[config.mk]
export PLATFORM = sky130hd
export DESIGN_NAME = drive_peer_reference_link
export DESIGN_NICKNAME = d
export VERILOG_FILES = /design/src/logic/peer_link_pkg.sv /design/src/logic/drive_peer_reference_link.sv /design/src/logic/peer_ref_scaler.sv
export SDC_FILE = /design/constraint.sdc
export NUM_CORES = 2
export LEC_CHECK = 0
export BUFFER_PORTS_ARGS = -buffer_cell sky130_fd_sc_hd__buf_2
export CAP_MARGIN = 30
export CORE_MARGIN = 8
export CORE_UTILIZATION = 35
export CTS_CLUSTER_SIZE = 12
export DETAILED_ROUTE_END_ITERATION = 8
export MAX_ROUTING_LAYER = met4
export SLEW_MARGIN = 20
export SYNTH_ARGS = -nofsm -noshare
export SYNTH_HDL_FRONTEND = slang
export SYNTH_SLANG_ARGS = --single-unit
[constraint.sdc]
create_clock -name sys_clk_in -period 62.4 [get_ports sys_clk_in]
set_clock_uncertainty 0.2 [all_clocks]
set_input_delay 3.12 -clock sys_clk_in [delete_from_list [all_inputs] [get_ports sys_clk_in]]
set_output_delay 3.12 -clock sys_clk_in [all_outputs]
set_load 0.005 [all_outputs]
[src/logic/peer_link_pkg.sv]
/*
 * Constants and carrier types for the drive peer reference link.
 * Assumes a single 100 MHz clock and a plain register port of its own.
 */
// How it works
// The link runs only while the link enable setting is 1; at its default of 0 the link is idle.
// A master sends its own frequency or torque as the target value to every slave.
// The node address follows the role setting, 1 for master and 2 for slave, with no manual address.
// A slave with command source 2 and follow setting 1 starts and stops with the master's run command.
// A slave routes received data to torque when usage is 0 and to frequency when usage is 1.
// Received data is used only when the matching frequency or torque source is set to communication.
// In torque usage a received 100.00% means a torque reference of 200.0%, whatever the torque limit.
// In frequency usage a received 100.00% means the configured maximum output frequency.
// Torque usage computes gain times received plus offset, gain -10.00 to 10.00 default 1.00, offset 0.00%.
// Frequency usage has its own gain and offset pair of the same form, offset within +-100.00%, gain 1.00.
// The result of gain and offset is saturated to -100.00%..100.00%.
// With zero offset and unity gain a torque slave uses the master torque directly.
// A link fault is raised after the link is silent for the set time, 0.0 to 10.0 s, default 1.0 s, 0 disables.
// A master sends periodically, every 0.001 s to 10.000 s, default 0.001 s.
// Runaway protection acts only for a torque-controlled slave following the master torque.
// A runaway coefficient of 0.00% disables protection; other values (default 10.00%) enable it.
// The silence timer restarts on every valid frame and the fault is declared when it reaches the set time.
package peer_link_pkg;

    // Register indices (word addresses on the register port).
    localparam logic [3:0] REG_CTRL = 4'h0;
    localparam logic [3:0] REG_TORQUE_OFFSET = 4'h1;
    localparam logic [3:0] REG_TORQUE_GAIN = 4'h2;
    localparam logic [3:0] REG_LOSS_TIMEOUT = 4'h3;
    localparam logic [3:0] REG_SEND_PERIOD = 4'h4;
    localparam logic [3:0] REG_FREQ_OFFSET = 4'h5;
    localparam logic [3:0] REG_FREQ_GAIN = 4'h6;
    localparam logic [3:0] REG_RUNAWAY = 4'h7;
    localparam logic [3:0] REG_MAX_FREQ = 4'h8;
    localparam logic [3:0] REG_STATUS = 4'h9;
    localparam logic [3:0] REG_REF_OUT = 4'ha;

    // Control register field positions.
    localparam int CTRL_ENABLE_BIT = 0;
    localparam int CTRL_ROLE_BIT = 1;
    localparam int CTRL_FOLLOW_BIT = 2;
    localparam int CTRL_USAGE_BIT = 3;
    localparam int CTRL_CMDSRC_LSB = 4;
    localparam int CTRL_FREQ_COMM_BIT = 6;
    localparam int CTRL_TORQUE_COMM_BIT = 7;
    localparam int CTRL_TORQUE_MODE_BIT = 8;

    // Reset values. Percent values are in 0.01 % units, gains in 0.01 units.
    localparam logic [15:0] RST_TORQUE_OFFSET = 16'h0000;
    localparam logic [15:0] RST_GAIN = 16'h0064;
    localparam logic [15:0] RST_LOSS_TIMEOUT = 16'h000a;
    localparam logic [15:0] RST_SEND_PERIOD = 16'h0001;
    localparam logic [15:0] RST_RUNAWAY = 16'h03e8;
    localparam logic [15:0] RST_MAX_FREQ = 16'h1388;

    // Limits and encodings.
    localparam logic signed [15:0] PCT_FULL = 16'sh2710;
    localparam logic signed [15:0] GAIN_LIMIT = 16'sh03e8;
    localparam logic [15:0] LOSS_TIMEOUT_MAX = 16'h0064;
    localparam logic [15:0] SEND_PERIOD_MAX = 16'h2710;
    localparam logic [1:0] CMDSRC_COMM = 2'h2;
    localparam logic [7:0] NODE_MASTER = 8'h01;
    localparam logic [7:0] NODE_SLAVE = 8'h02;
    localparam int TORQUE_SCALE = 2;

    // Time bases: one millisecond tick, timeout counted in 0.1 s steps.
    localparam int CLK_HZ = 100000000;
    localparam int TICK_MS = 1;
    localparam int TICK_CYCLES = CLK_HZ / 1000 * TICK_MS;
    localparam int LOSS_STEP_MS = 100;

    typedef struct packed {
        logic signed [15:0] value;
        logic run;
    } peer_frame_t;

    typedef struct packed {
        logic enable;
        logic role_slave;
        logic follow;
        logic usage_freq;
        logic [1:0] cmd_src;
        logic freq_comm;
        logic torque_comm;
        logic torque_mode;
    } link_ctrl_t;

endpackage : peer_link_pkg

[src/logic/drive_peer_reference_link.sv]
/*
 * Peer reference link between drives: master sends its reference
 * periodically, slave scales, clamps and uses it, with link loss and
 * runaway supervision.
 * Assumes frame transport is done outside; frames arrive as one-cycle strobes.
 */
// Strobed register access and the address map were decided locally.
`timescale 1ns/10ps
`default_nettype none
module drive_peer_reference_link
    import peer_link_pkg::*;
#(
    parameter int TICK_CYC = TICK_CYCLES, // Cycles per millisecond tick.
    parameter int TX_WIDTH = 16 // Reference width.
)
(
    input wire logic sys_clk_in, // System clock, 100 MHz.
    input wire logic sys_rst_in, // Synchronous reset, high.
    input wire logic [3:0] reg_addr_in, // Register index.
    input wire logic [15:0] reg_wdata_in, // Write data.
    input wire logic reg_wr_in, // Write strobe.
    input wire logic reg_rd_in, // Read strobe.
    output logic [15:0] reg_rdata_out, // Read data, one cycle later.
    input wire logic signed [TX_WIDTH-1:0] local_freq_in, // Own frequency, 0.01 % of max.
    input wire logic signed [TX_WIDTH-1:0] local_torque_in, // Own torque, 0.01 %.
    input wire logic local_run_in, // Own run command.
    input wire logic rx_valid_in, // Valid frame from master.
    input wire peer_frame_t rx_frame_in, // Received frame.
    output logic tx_valid_out, // Frame send strobe.
    output peer_frame_t tx_frame_out, // Frame to send.
    output logic [7:0] node_addr_out, // Own link address.
    output logic signed [15:0] torque_ref_out, // Torque reference, 0.1 %.
    output logic torque_ref_valid_out, // Torque reference in use.
    output logic [31:0] freq_ref_out, // Frequency reference, 0.01 Hz.
    output logic freq_ref_valid_out, // Frequency reference in use.
    output logic follow_run_out, // Run command taken from master.
    output logic follow_active_out, // Run follows master.
    output logic link_fault_out, // Link interruption fault.
    output logic runaway_fault_out // Runaway detected.
);

    // ------------------------------------------------------------
    // Registers
    // ------------------------------------------------------------
    logic [15:0] ctrl_q, torque_offset_q, torque_gain_q, loss_timeout_q;
    logic [15:0] send_period_q, freq_offset_q, freq_gain_q, runaway_q, max_freq_q;

    function automatic logic [15:0] clamp_s(input logic [15:0] v, input logic signed [15:0] lim);
        logic signed [15:0] s;
        s = v;
        clamp_s = (s > lim) ? lim : (s < -lim) ? -lim : v;
    endfunction : clamp_s

    function automatic logic [15:0] clamp_u(input logic [15:0] v, input logic [15:0] lo, input logic [15:0] hi);
        clamp_u = (v < lo) ? lo : (v > hi) ? hi : v;
    endfunction : clamp_u

    wire logic wr_ctrl = reg_wr_in && (reg_addr_in == REG_CTRL);
    wire logic wr_toff = reg_wr_in && (reg_addr_in == REG_TORQUE_OFFSET);
    wire logic wr_tgain = reg_wr_in && (reg_addr_in == REG_TORQUE_GAIN);
    wire logic wr_loss = reg_wr_in && (reg_addr_in == REG_LOSS_TIMEOUT);
    wire logic wr_period = reg_wr_in && (reg_addr_in == REG_SEND_PERIOD);
    wire logic wr_foff = reg_wr_in && (reg_addr_in == REG_FREQ_OFFSET);
    wire logic wr_fgain = reg_wr_in && (reg_addr_in == REG_FREQ_GAIN);
    wire logic wr_runaway = reg_wr_in && (reg_addr_in == REG_RUNAWAY);
    wire logic wr_maxf = reg_wr_in && (reg_addr_in == REG_MAX_FREQ);

    always_ff @(posedge sys_clk_in)
    begin
        if (sys_rst_in)
        begin
            ctrl_q <= 16'h0000;
            torque_offset_q <= RST_TORQUE_OFFSET;
            torque_gain_q <= RST_GAIN;
            loss_timeout_q <= RST_LOSS_TIMEOUT;
            send_period_q <= RST_SEND_PERIOD;
            freq_offset_q <= RST_TORQUE_OFFSET;
            freq_gain_q <= RST_GAIN;
            runaway_q <= RST_RUNAWAY;
            max_freq_q <= RST_MAX_FREQ;
        end
        else
        begin
            if (wr_ctrl) ctrl_q <= {7'h00, reg_wdata_in[8:0]};
            if (wr_toff) torque_offset_q <= clamp_s(reg_wdata_in, PCT_FULL);
            if (wr_tgain) torque_gain_q <= clamp_s(reg_wdata_in, GAIN_LIMIT);
            if (wr_loss) loss_timeout_q <= clamp_u(reg_wdata_in, 16'h0000, LOSS_TIMEOUT_MAX);
            if (wr_period) send_period_q <= clamp_u(reg_wdata_in, 16'h0001, SEND_PERIOD_MAX);
            if (wr_foff) freq_offset_q <= clamp_s(reg_wdata_in, PCT_FULL);
            if (wr_fgain) freq_gain_q <= clamp_s(reg_wdata_in, GAIN_LIMIT);
            if (wr_runaway) runaway_q <= clamp_u(reg_wdata_in, 16'h0000, 16'(PCT_FULL));
            if (wr_maxf) max_freq_q <= reg_wdata_in;
        end
    end

    link_ctrl_t ctl;
    assign ctl.enable = ctrl_q[CTRL_ENABLE_BIT];
    assign ctl.role_slave = ctrl_q[CTRL_ROLE_BIT];
    assign ctl.follow = ctrl_q[CTRL_FOLLOW_BIT];
    assign ctl.usage_freq = ctrl_q[CTRL_USAGE_BIT];
    assign ctl.cmd_src = ctrl_q[CTRL_CMDSRC_LSB +: 2];
    assign ctl.freq_comm = ctrl_q[CTRL_FREQ_COMM_BIT];
    assign ctl.torque_comm = ctrl_q[CTRL_TORQUE_COMM_BIT];
    assign ctl.torque_mode = ctrl_q[CTRL_TORQUE_MODE_BIT];

    wire logic is_master = ctl.enable && !ctl.role_slave;
    wire logic is_slave = ctl.enable && ctl.role_slave;

    // ------------------------------------------------------------
    // Millisecond tick
    // ------------------------------------------------------------
    logic [31:0] tick_cnt_q;
    wire logic tick = (tick_cnt_q == 32'(TICK_CYC - 1));

    always_ff @(posedge sys_clk_in)
    begin
        if (sys_rst_in || tick)
            tick_cnt_q <= 32'h0000_0000;
        else
            tick_cnt_q <= tick_cnt_q + 32'h0000_0001;
    end

    // ------------------------------------------------------------
    // Master transmit
    // ------------------------------------------------------------
    logic [15:0] send_cnt_q;
    wire logic send_now = is_master && tick && (send_cnt_q + 16'h0001 >= send_period_q);
    wire logic signed [15:0] tx_value = ctl.torque_mode ? 16'(local_torque_in) : 16'(local_freq_in);

    always_ff @(posedge sys_clk_in)
    begin
        if (sys_rst_in || !is_master || send_now)
            send_cnt_q <= 16'h0000;
        else if (tick)
            send_cnt_q <= send_cnt_q + 16'h0001;
    end

    always_ff @(posedge sys_clk_in)
    begin
        if (sys_rst_in)
        begin
            tx_valid_out <= 1'b0;
            tx_frame_out <= '0;
        end
        else
        begin
            tx_valid_out <= send_now;
            if (send_now)
                tx_frame_out <= '{value: tx_value, run: local_run_in};
        end
    end

    assign node_addr_out = ctl.role_slave ? NODE_SLAVE : NODE_MASTER;

    // ------------------------------------------------------------
    // Slave receive and scaling
    // ------------------------------------------------------------
    wire logic rx_take = is_slave && rx_valid_in;
    logic signed [15:0] rx_value_q;
    logic rx_run_q;
    logic rx_seen_q;

    always_ff @(posedge sys_clk_in)
    begin
        if (sys_rst_in || !is_slave)
        begin
            rx_value_q <= 16'sh0000;
            rx_run_q <= 1'b0;
            rx_seen_q <= 1'b0;
        end
        else if (rx_take)
        begin
            rx_value_q <= rx_frame_in.value;
            rx_run_q <= rx_frame_in.run;
            rx_seen_q <= 1'b1;
        end
    end

    wire logic signed [15:0] torque_y, freq_y;

    peer_ref_scaler torque_scaler (
        .sys_clk_in(sys_clk_in),
        .sys_rst_in(sys_rst_in),
        .x_in(rx_value_q),
        .gain_in(torque_gain_q),
        .offset_in(torque_offset_q),
        .y_out(torque_y)
    );

    peer_ref_scaler freq_scaler (
        .sys_clk_in(sys_clk_in),
        .sys_rst_in(sys_rst_in),
        .x_in(rx_value_q),
        .gain_in(freq_gain_q),
        .offset_in(freq_offset_q),
        .y_out(freq_y)
    );

    wire logic torque_use = is_slave && !ctl.usage_freq && ctl.torque_comm && rx_seen_q;
    wire logic freq_use = is_slave && ctl.usage_freq && ctl.freq_comm && rx_seen_q;
    wire logic signed [15:0] torque_scaled = 16'(torque_y / 16'sd10 * 16'(TORQUE_SCALE));
    wire logic signed [31:0] freq_signed = 32'(freq_y) * $signed(32'(max_freq_q)) / 32'sd10000;

    always_ff @(posedge sys_clk_in)
    begin
        if (sys_rst_in)
        begin
            torque_ref_out <= 16'sh0000;
            freq_ref_out <= 32'h0000_0000;
        end
        else
        begin
            torque_ref_out <= torque_use ? torque_scaled : 16'sh0000;
            freq_ref_out <= freq_use ? freq_signed : 32'h0000_0000;
        end
    end

    assign torque_ref_valid_out = torque_use;
    assign freq_ref_valid_out = freq_use;

    // ------------------------------------------------------------
    // Run command following
    // ------------------------------------------------------------
    assign follow_active_out = is_slave && (ctl.cmd_src == CMDSRC_COMM) && ctl.follow;

    always_ff @(posedge sys_clk_in)
    begin
        if (sys_rst_in)
            follow_run_out <= 1'b0;
        else
            follow_run_out <= follow_active_out && rx_run_q && !link_fault_out;
    end

    // ------------------------------------------------------------
    // Link loss supervision
    // ------------------------------------------------------------
    logic [31:0] loss_ms_q;
    wire logic [31:0] loss_limit = 32'(loss_timeout_q) * 32'(LOSS_STEP_MS);
    wire logic loss_armed = is_slave && (loss_timeout_q != 16'h0000);

    always_ff @(posedge sys_clk_in)
    begin
        if (sys_rst_in || !loss_armed || rx_take)
            loss_ms_q <= 32'h0000_0000;
        else if (tick && (loss_ms_q < loss_limit))
            loss_ms_q <= loss_ms_q + 32'h0000_0001;
    end

    always_ff @(posedge sys_clk_in)
    begin
        if (sys_rst_in || !loss_armed)
            link_fault_out <= 1'b0;
        else if (loss_ms_q >= loss_limit)
            link_fault_out <= 1'b1;
    end

    // ------------------------------------------------------------
    // Runaway guard
    // ------------------------------------------------------------
    wire logic guard_on = torque_use && ctl.torque_mode && (runaway_q != 16'h0000);
    wire logic signed [16:0] speed_diff = 17'(local_freq_in) - 17'(rx_value_q);
    wire logic [16:0] speed_abs = speed_diff[16] ? 17'(-speed_diff) : 17'(speed_diff);

    always_ff @(posedge sys_clk_in)
    begin
        if (sys_rst_in || !guard_on)
            runaway_fault_out <= 1'b0;
        else if (speed_abs > 17'(runaway_q))
            runaway_fault_out <= 1'b1;
    end

    // ------------------------------------------------------------
    // Read port
    // ------------------------------------------------------------
    wire logic [15:0] status_word = {11'h000, runaway_fault_out, link_fault_out, follow_run_out,
                                     rx_seen_q, is_master};
    logic [15:0] rd_mux;

    always_comb
    begin
        case (reg_addr_in)
            REG_CTRL: rd_mux = ctrl_q;
            REG_TORQUE_OFFSET: rd_mux = torque_offset_q;
            REG_TORQUE_GAIN: rd_mux = torque_gain_q;
            REG_LOSS_TIMEOUT: rd_mux = loss_timeout_q;
            REG_SEND_PERIOD: rd_mux = send_period_q;
            REG_FREQ_OFFSET: rd_mux = freq_offset_q;
            REG_FREQ_GAIN: rd_mux = freq_gain_q;
            REG_RUNAWAY: rd_mux = runaway_q;
            REG_MAX_FREQ: rd_mux = max_freq_q;
            REG_STATUS: rd_mux = status_word;
            REG_REF_OUT: rd_mux = rx_value_q;
            default: rd_mux = 16'h0000;
        endcase
    end

    always_ff @(posedge sys_clk_in)
    begin
        if (sys_rst_in)
            reg_rdata_out <= 16'h0000;
        else
            reg_rdata_out <= reg_rd_in ? rd_mux : 16'h0000;
    end

endmodule : drive_peer_reference_link
`default_nettype wire

[src/logic/peer_ref_scaler.sv]
/*
 * Gain, offset and saturation stage for a received reference.
 * Assumes the gain and offset were already range-limited by the caller.
 */
`timescale 1ns/10ps
`default_nettype none
module peer_ref_scaler
    import peer_link_pkg::*;
(
    input wire logic sys_clk_in, // System clock.
    input wire logic sys_rst_in, // Synchronous reset, high.
    input wire logic signed [15:0] x_in, // Received value, 0.01 %.
    input wire logic signed [15:0] gain_in, // Gain, 0.01 units.
    input wire logic signed [15:0] offset_in, // Offset, 0.01 %.
    output logic signed [15:0] y_out // Saturated result, 0.01 %.
);

    wire logic signed [31:0] product = x_in * gain_in;
    wire logic signed [31:0] scaled = product / 32'sd100 + 32'(offset_in);
    wire logic signed [31:0] sat_hi = 32'(PCT_FULL);
    wire logic signed [31:0] sat_lo = -32'(PCT_FULL);
    wire logic signed [15:0] y_d = (scaled > sat_hi) ? PCT_FULL :
                                   (scaled < sat_lo) ? -PCT_FULL : scaled[15:0];

    always_ff @(posedge sys_clk_in)
    begin
        if (sys_rst_in)
            y_out <= 16'sh0000;
        else
            y_out <= y_d;
    end

endmodule : peer_ref_scaler
`default_nettype wire

==> summary.txt <==
Status
  – Status: completed

Route
  – First DRT Iteration DRCs: 5247
  – Vias/cell: 5.611
  – Total iterations of the first detailed-routing run: 9
  – Detailed-route via count: 69511
  – Antenna-violating nets left: 0
  – WL/cell: 19.23 um
  – # DRC: 0
  – Post-Route WL: 238300 um

Setup path
  – Required @ worst endpoint: 62.80 ns
  – Worst reg2reg startpoint: rx_value_q[5]$_SDFFE_PP0P_
  – Worst path slowest cell: dfxtp_1
  – Crit path launch: rx_value_q[5]$_SDFFE_PP0P_
  – WS Path Type: reg -> reg
  – Crit start category: flip-flop
  – Worst Path Max Fanout: 70
  – Crit end category: flip-flop
  – Max incr delay on CP: 0.82 ns
  – Arr. time, crit path: 35.53 ns
  – Cell mode on critical path: a21oi_1

Synth
  – Compound-Gate Fraction of Synth Area: 0.2216
  – Cells after Synth: 9591
  – Synth Register Bits: 351
  – Leading area contributor after synthesis: fa_1
  – Count of cell types in the netlist: 195
  – Adder-Cell Fraction of Synth Area: 0.2808
  – Post-synth EDFFs: 0
  – Netlist Area Pre-Place: 75140 um2
  – Synthesized area per cell: 7.834 um2
  – Post-synthesis mux area share: 0.02058
  – Ys async rst share: 0
  – Synth Flop Type: dfxtp_1
  – Largest cells by area after synthesis: fa_1, dfxtp_1, ha_1, inv_1, xnor2_1
  – Xor and xnor area share after synthesis: 0.07772
  – Post-Synth Simple-Gate Area: 0.2218
  – Post-synthesis sequential area ratio: 0.09352
  – Main combinational cell family by area after synthesis: adder cells
  – YS warnings: 0
  – Synth top area share: 0.1950

Global routing
  – Initial antenna violation count: 28
  – Global route total overflow: 0
  – First-pass GRT wire length: 378400 um
  – Largest net degree at the start of global routing: 84
  – Number of global-route vias before repair: 67946
  – Total GRT Usage: 0.2047

Finish
  – Commonest non-fill, non-tap cells in the layout: inv_1, nand2_1, nor2_1
  – Utilization after layout: 0.3734
  – Final nets: 10771
  – Register area: 7027 um2
  – Footprint of the multi-input gates: 61920 um2
  – Share of layout cells above drive strength 1: 0.08096
  – Commonest non-fill, non-tap cell in the layout: inv_1
  – Filler cells: 22277
  – Layout Area Growth over Synthesis: 6.340%
  – Cell Count, Final, Fillers Out: 12389

Die
  – Initial core utilization: 0.3511
  – Die width: 479.3 um
  – Site Rows: 170
  – Core box area: 214000 um2
  – Die area: 229800 um2
  – Chip height: 479.3 um
  – Num ports: 171

Job
  – Max-cap viol count: 0

Hold path
  – Hold Path Class: reg -> reg
  – HP Start: loss_ms_q[28]$_SDFFE_PP0P_

Clocking
  – Cts bufs inserted: 48
  – Worst skew pair latency: 0.69 ns
  – CTS root buffer: clkbuf_16
  – Post_cts resized: 0
  – CTS tree: done
  – CTS Buffer Depth: 3
  – Clk slew on worst S/H paths: 0.07 ns
  – Clock H-tree levels: 2
  – Clk sinks: 351
  – Setup bufs post-CTS: 0
  – Post-CTS Hold Buffers: 0

STA
  – Peak Freq: 28.47 MHz
  – Slew @ Worst Pin: 1.196 ns
  – Slew headroom: 0.2027
  – Period minus WS final: 35.13 ns
  – RSZ-0062 raised after global routing: no
  – Final cycle utilization of the critical path: 0.5630
  – Final hold violations: 0
  – Fin. max-slew vios: 0
  – Final TNS setup: 0 ns
  – Final setup viols: 0

Placement
  – GP Congestion: 0.9566
  – Dpl hpwl: 191300 um
  – Placed cells: 12249
  – Port Buffers: 163
-- Yosys cell counts (74+ instances only) --
| library cell | number |
|---|---|
| o21ai_0 | 297 |
| nor2_1 | 760 |
| o211ai_1 | 91 |
| a21oi_1 | 599 |
| mux2i_1 | 113 |
| xor2_1 | 205 |
| nand3_1 | 203 |
| nand4_1 | 96 |
| and3_1 | 84 |
| and2_1 | 423 |
| a211oi_1 | 105 |
| nor3_1 | 206 |
| a31oi_1 | 93 |
| nand2_1 | 929 |
| inv_1 | 1129 |
| dfxtp_1 | 351 |
| ha_1 | 492 |
| clkbuf_1 | 315 |
| xnor2_1 | 415 |
| or3_1 | 74 |
| nand2b_1 | 97 |
| a21o_1 | 126 |
| fa_1 | 732 |
-- layout make-up --
class	count	area share
clock inverters	21	0.002928
multi-input cells	7691	0.7750
well taps	2838	0.04444
diodes	40	0.001253
flip-flops and latches	351	0.08795
repair buffers	248	0.01824
inverters	1132	0.05318
clock buffers	68	0.01698
-- worst paths after layout --
| check | slack (ns) | endpoint | cells past startpoint |
|---|---|---|---|
| hold / removal | 0.25 | loss_ms_q[28]$_SDFFE_PP0P_ | 1 |
| setup / recovery | 27.27 | freq_scaler.y_out[0]$_SDFF_PP0_ | 124 |
| hold reg to reg | 0.25 | loss_ms_q[28]$_SDFFE_PP0P_ | 1 |
| setup reg to reg | 27.27 | freq_scaler.y_out[0]$_SDFF_PP0_ | 124 |
-- registers in the layout, indices dropped and copies added (netlist names), 15 cells and up --
name	flops
freq_gain_q	16
freq_offset_q	16
freq_ref_out	32
freq_scaler.y_out	16
loss_ms_q	32
loss_timeout_q	16
max_freq_q	16
reg_rdata_out	16
runaway_q	16
rx_value_q	16
send_cnt_q	16
send_period_q	16
tick_cnt_q	32
torque_gain_q	16
torque_offset_q	16
torque_ref_out	15
torque_scaler.y_out	16
tx_frame_out	17
-- critical path: cells and delay by family (launching register included) --
kind / cells / cell delay, ns
AO/OA/AOI/OAI: 69 / 19.80
XOR/XNOR: 5 / 1.32
adder cells (fa/ha/maj): 11 / 4.92
buffers and inverters: 8 / 1.62
flip-flops: 1 / 0.82
multiplexers: 5 / 1.65
AND/OR/NAND/NOR: 26 / 4.63
-- routing by layer --
| metal | global-route usage | vias to the layer above | wire length (um) |
|---|---|---|---|
| met2 | 0.3393 | 2076 | 112900 |
| met4 | 0.09578 | 0 | 12360 |
| met3 | 0.01838 | 460 | 11380 |
| met1 | 0.2531 | 34044 | 101600 |
| met5 | - | - | 0 |
| li1 | - | 32931 | - |
-- metrics by stage --
step	hold slack [ns]	area, um2	setup slack (ns)
4_1_cts	0.2530	79720	27.74
2_1_floorplan	0.2205	75160	34.01
3_3_place_gp	0.2322	78060	28.10
5_1_grt	0.2614	79900	24.10
6_report	0.2519	79900	27.27
3_5_place_dp	0.2368	78130	27.85
-- logic make-up after synthesis --
family | after synthesis
AND/OR/NAND/NOR | 3321
AO/OA/AOI/OAI | 2319
buffers and inverters | 1555
adder cells (fa/ha/maj) | 1252
XOR/XNOR | 644
flip-flops | 351
multiplexers | 148
other | 1
Power is left out: the tool's default activity adds up to more than one toggle a clock period on the data nets, which glitch-free logic cannot reach.
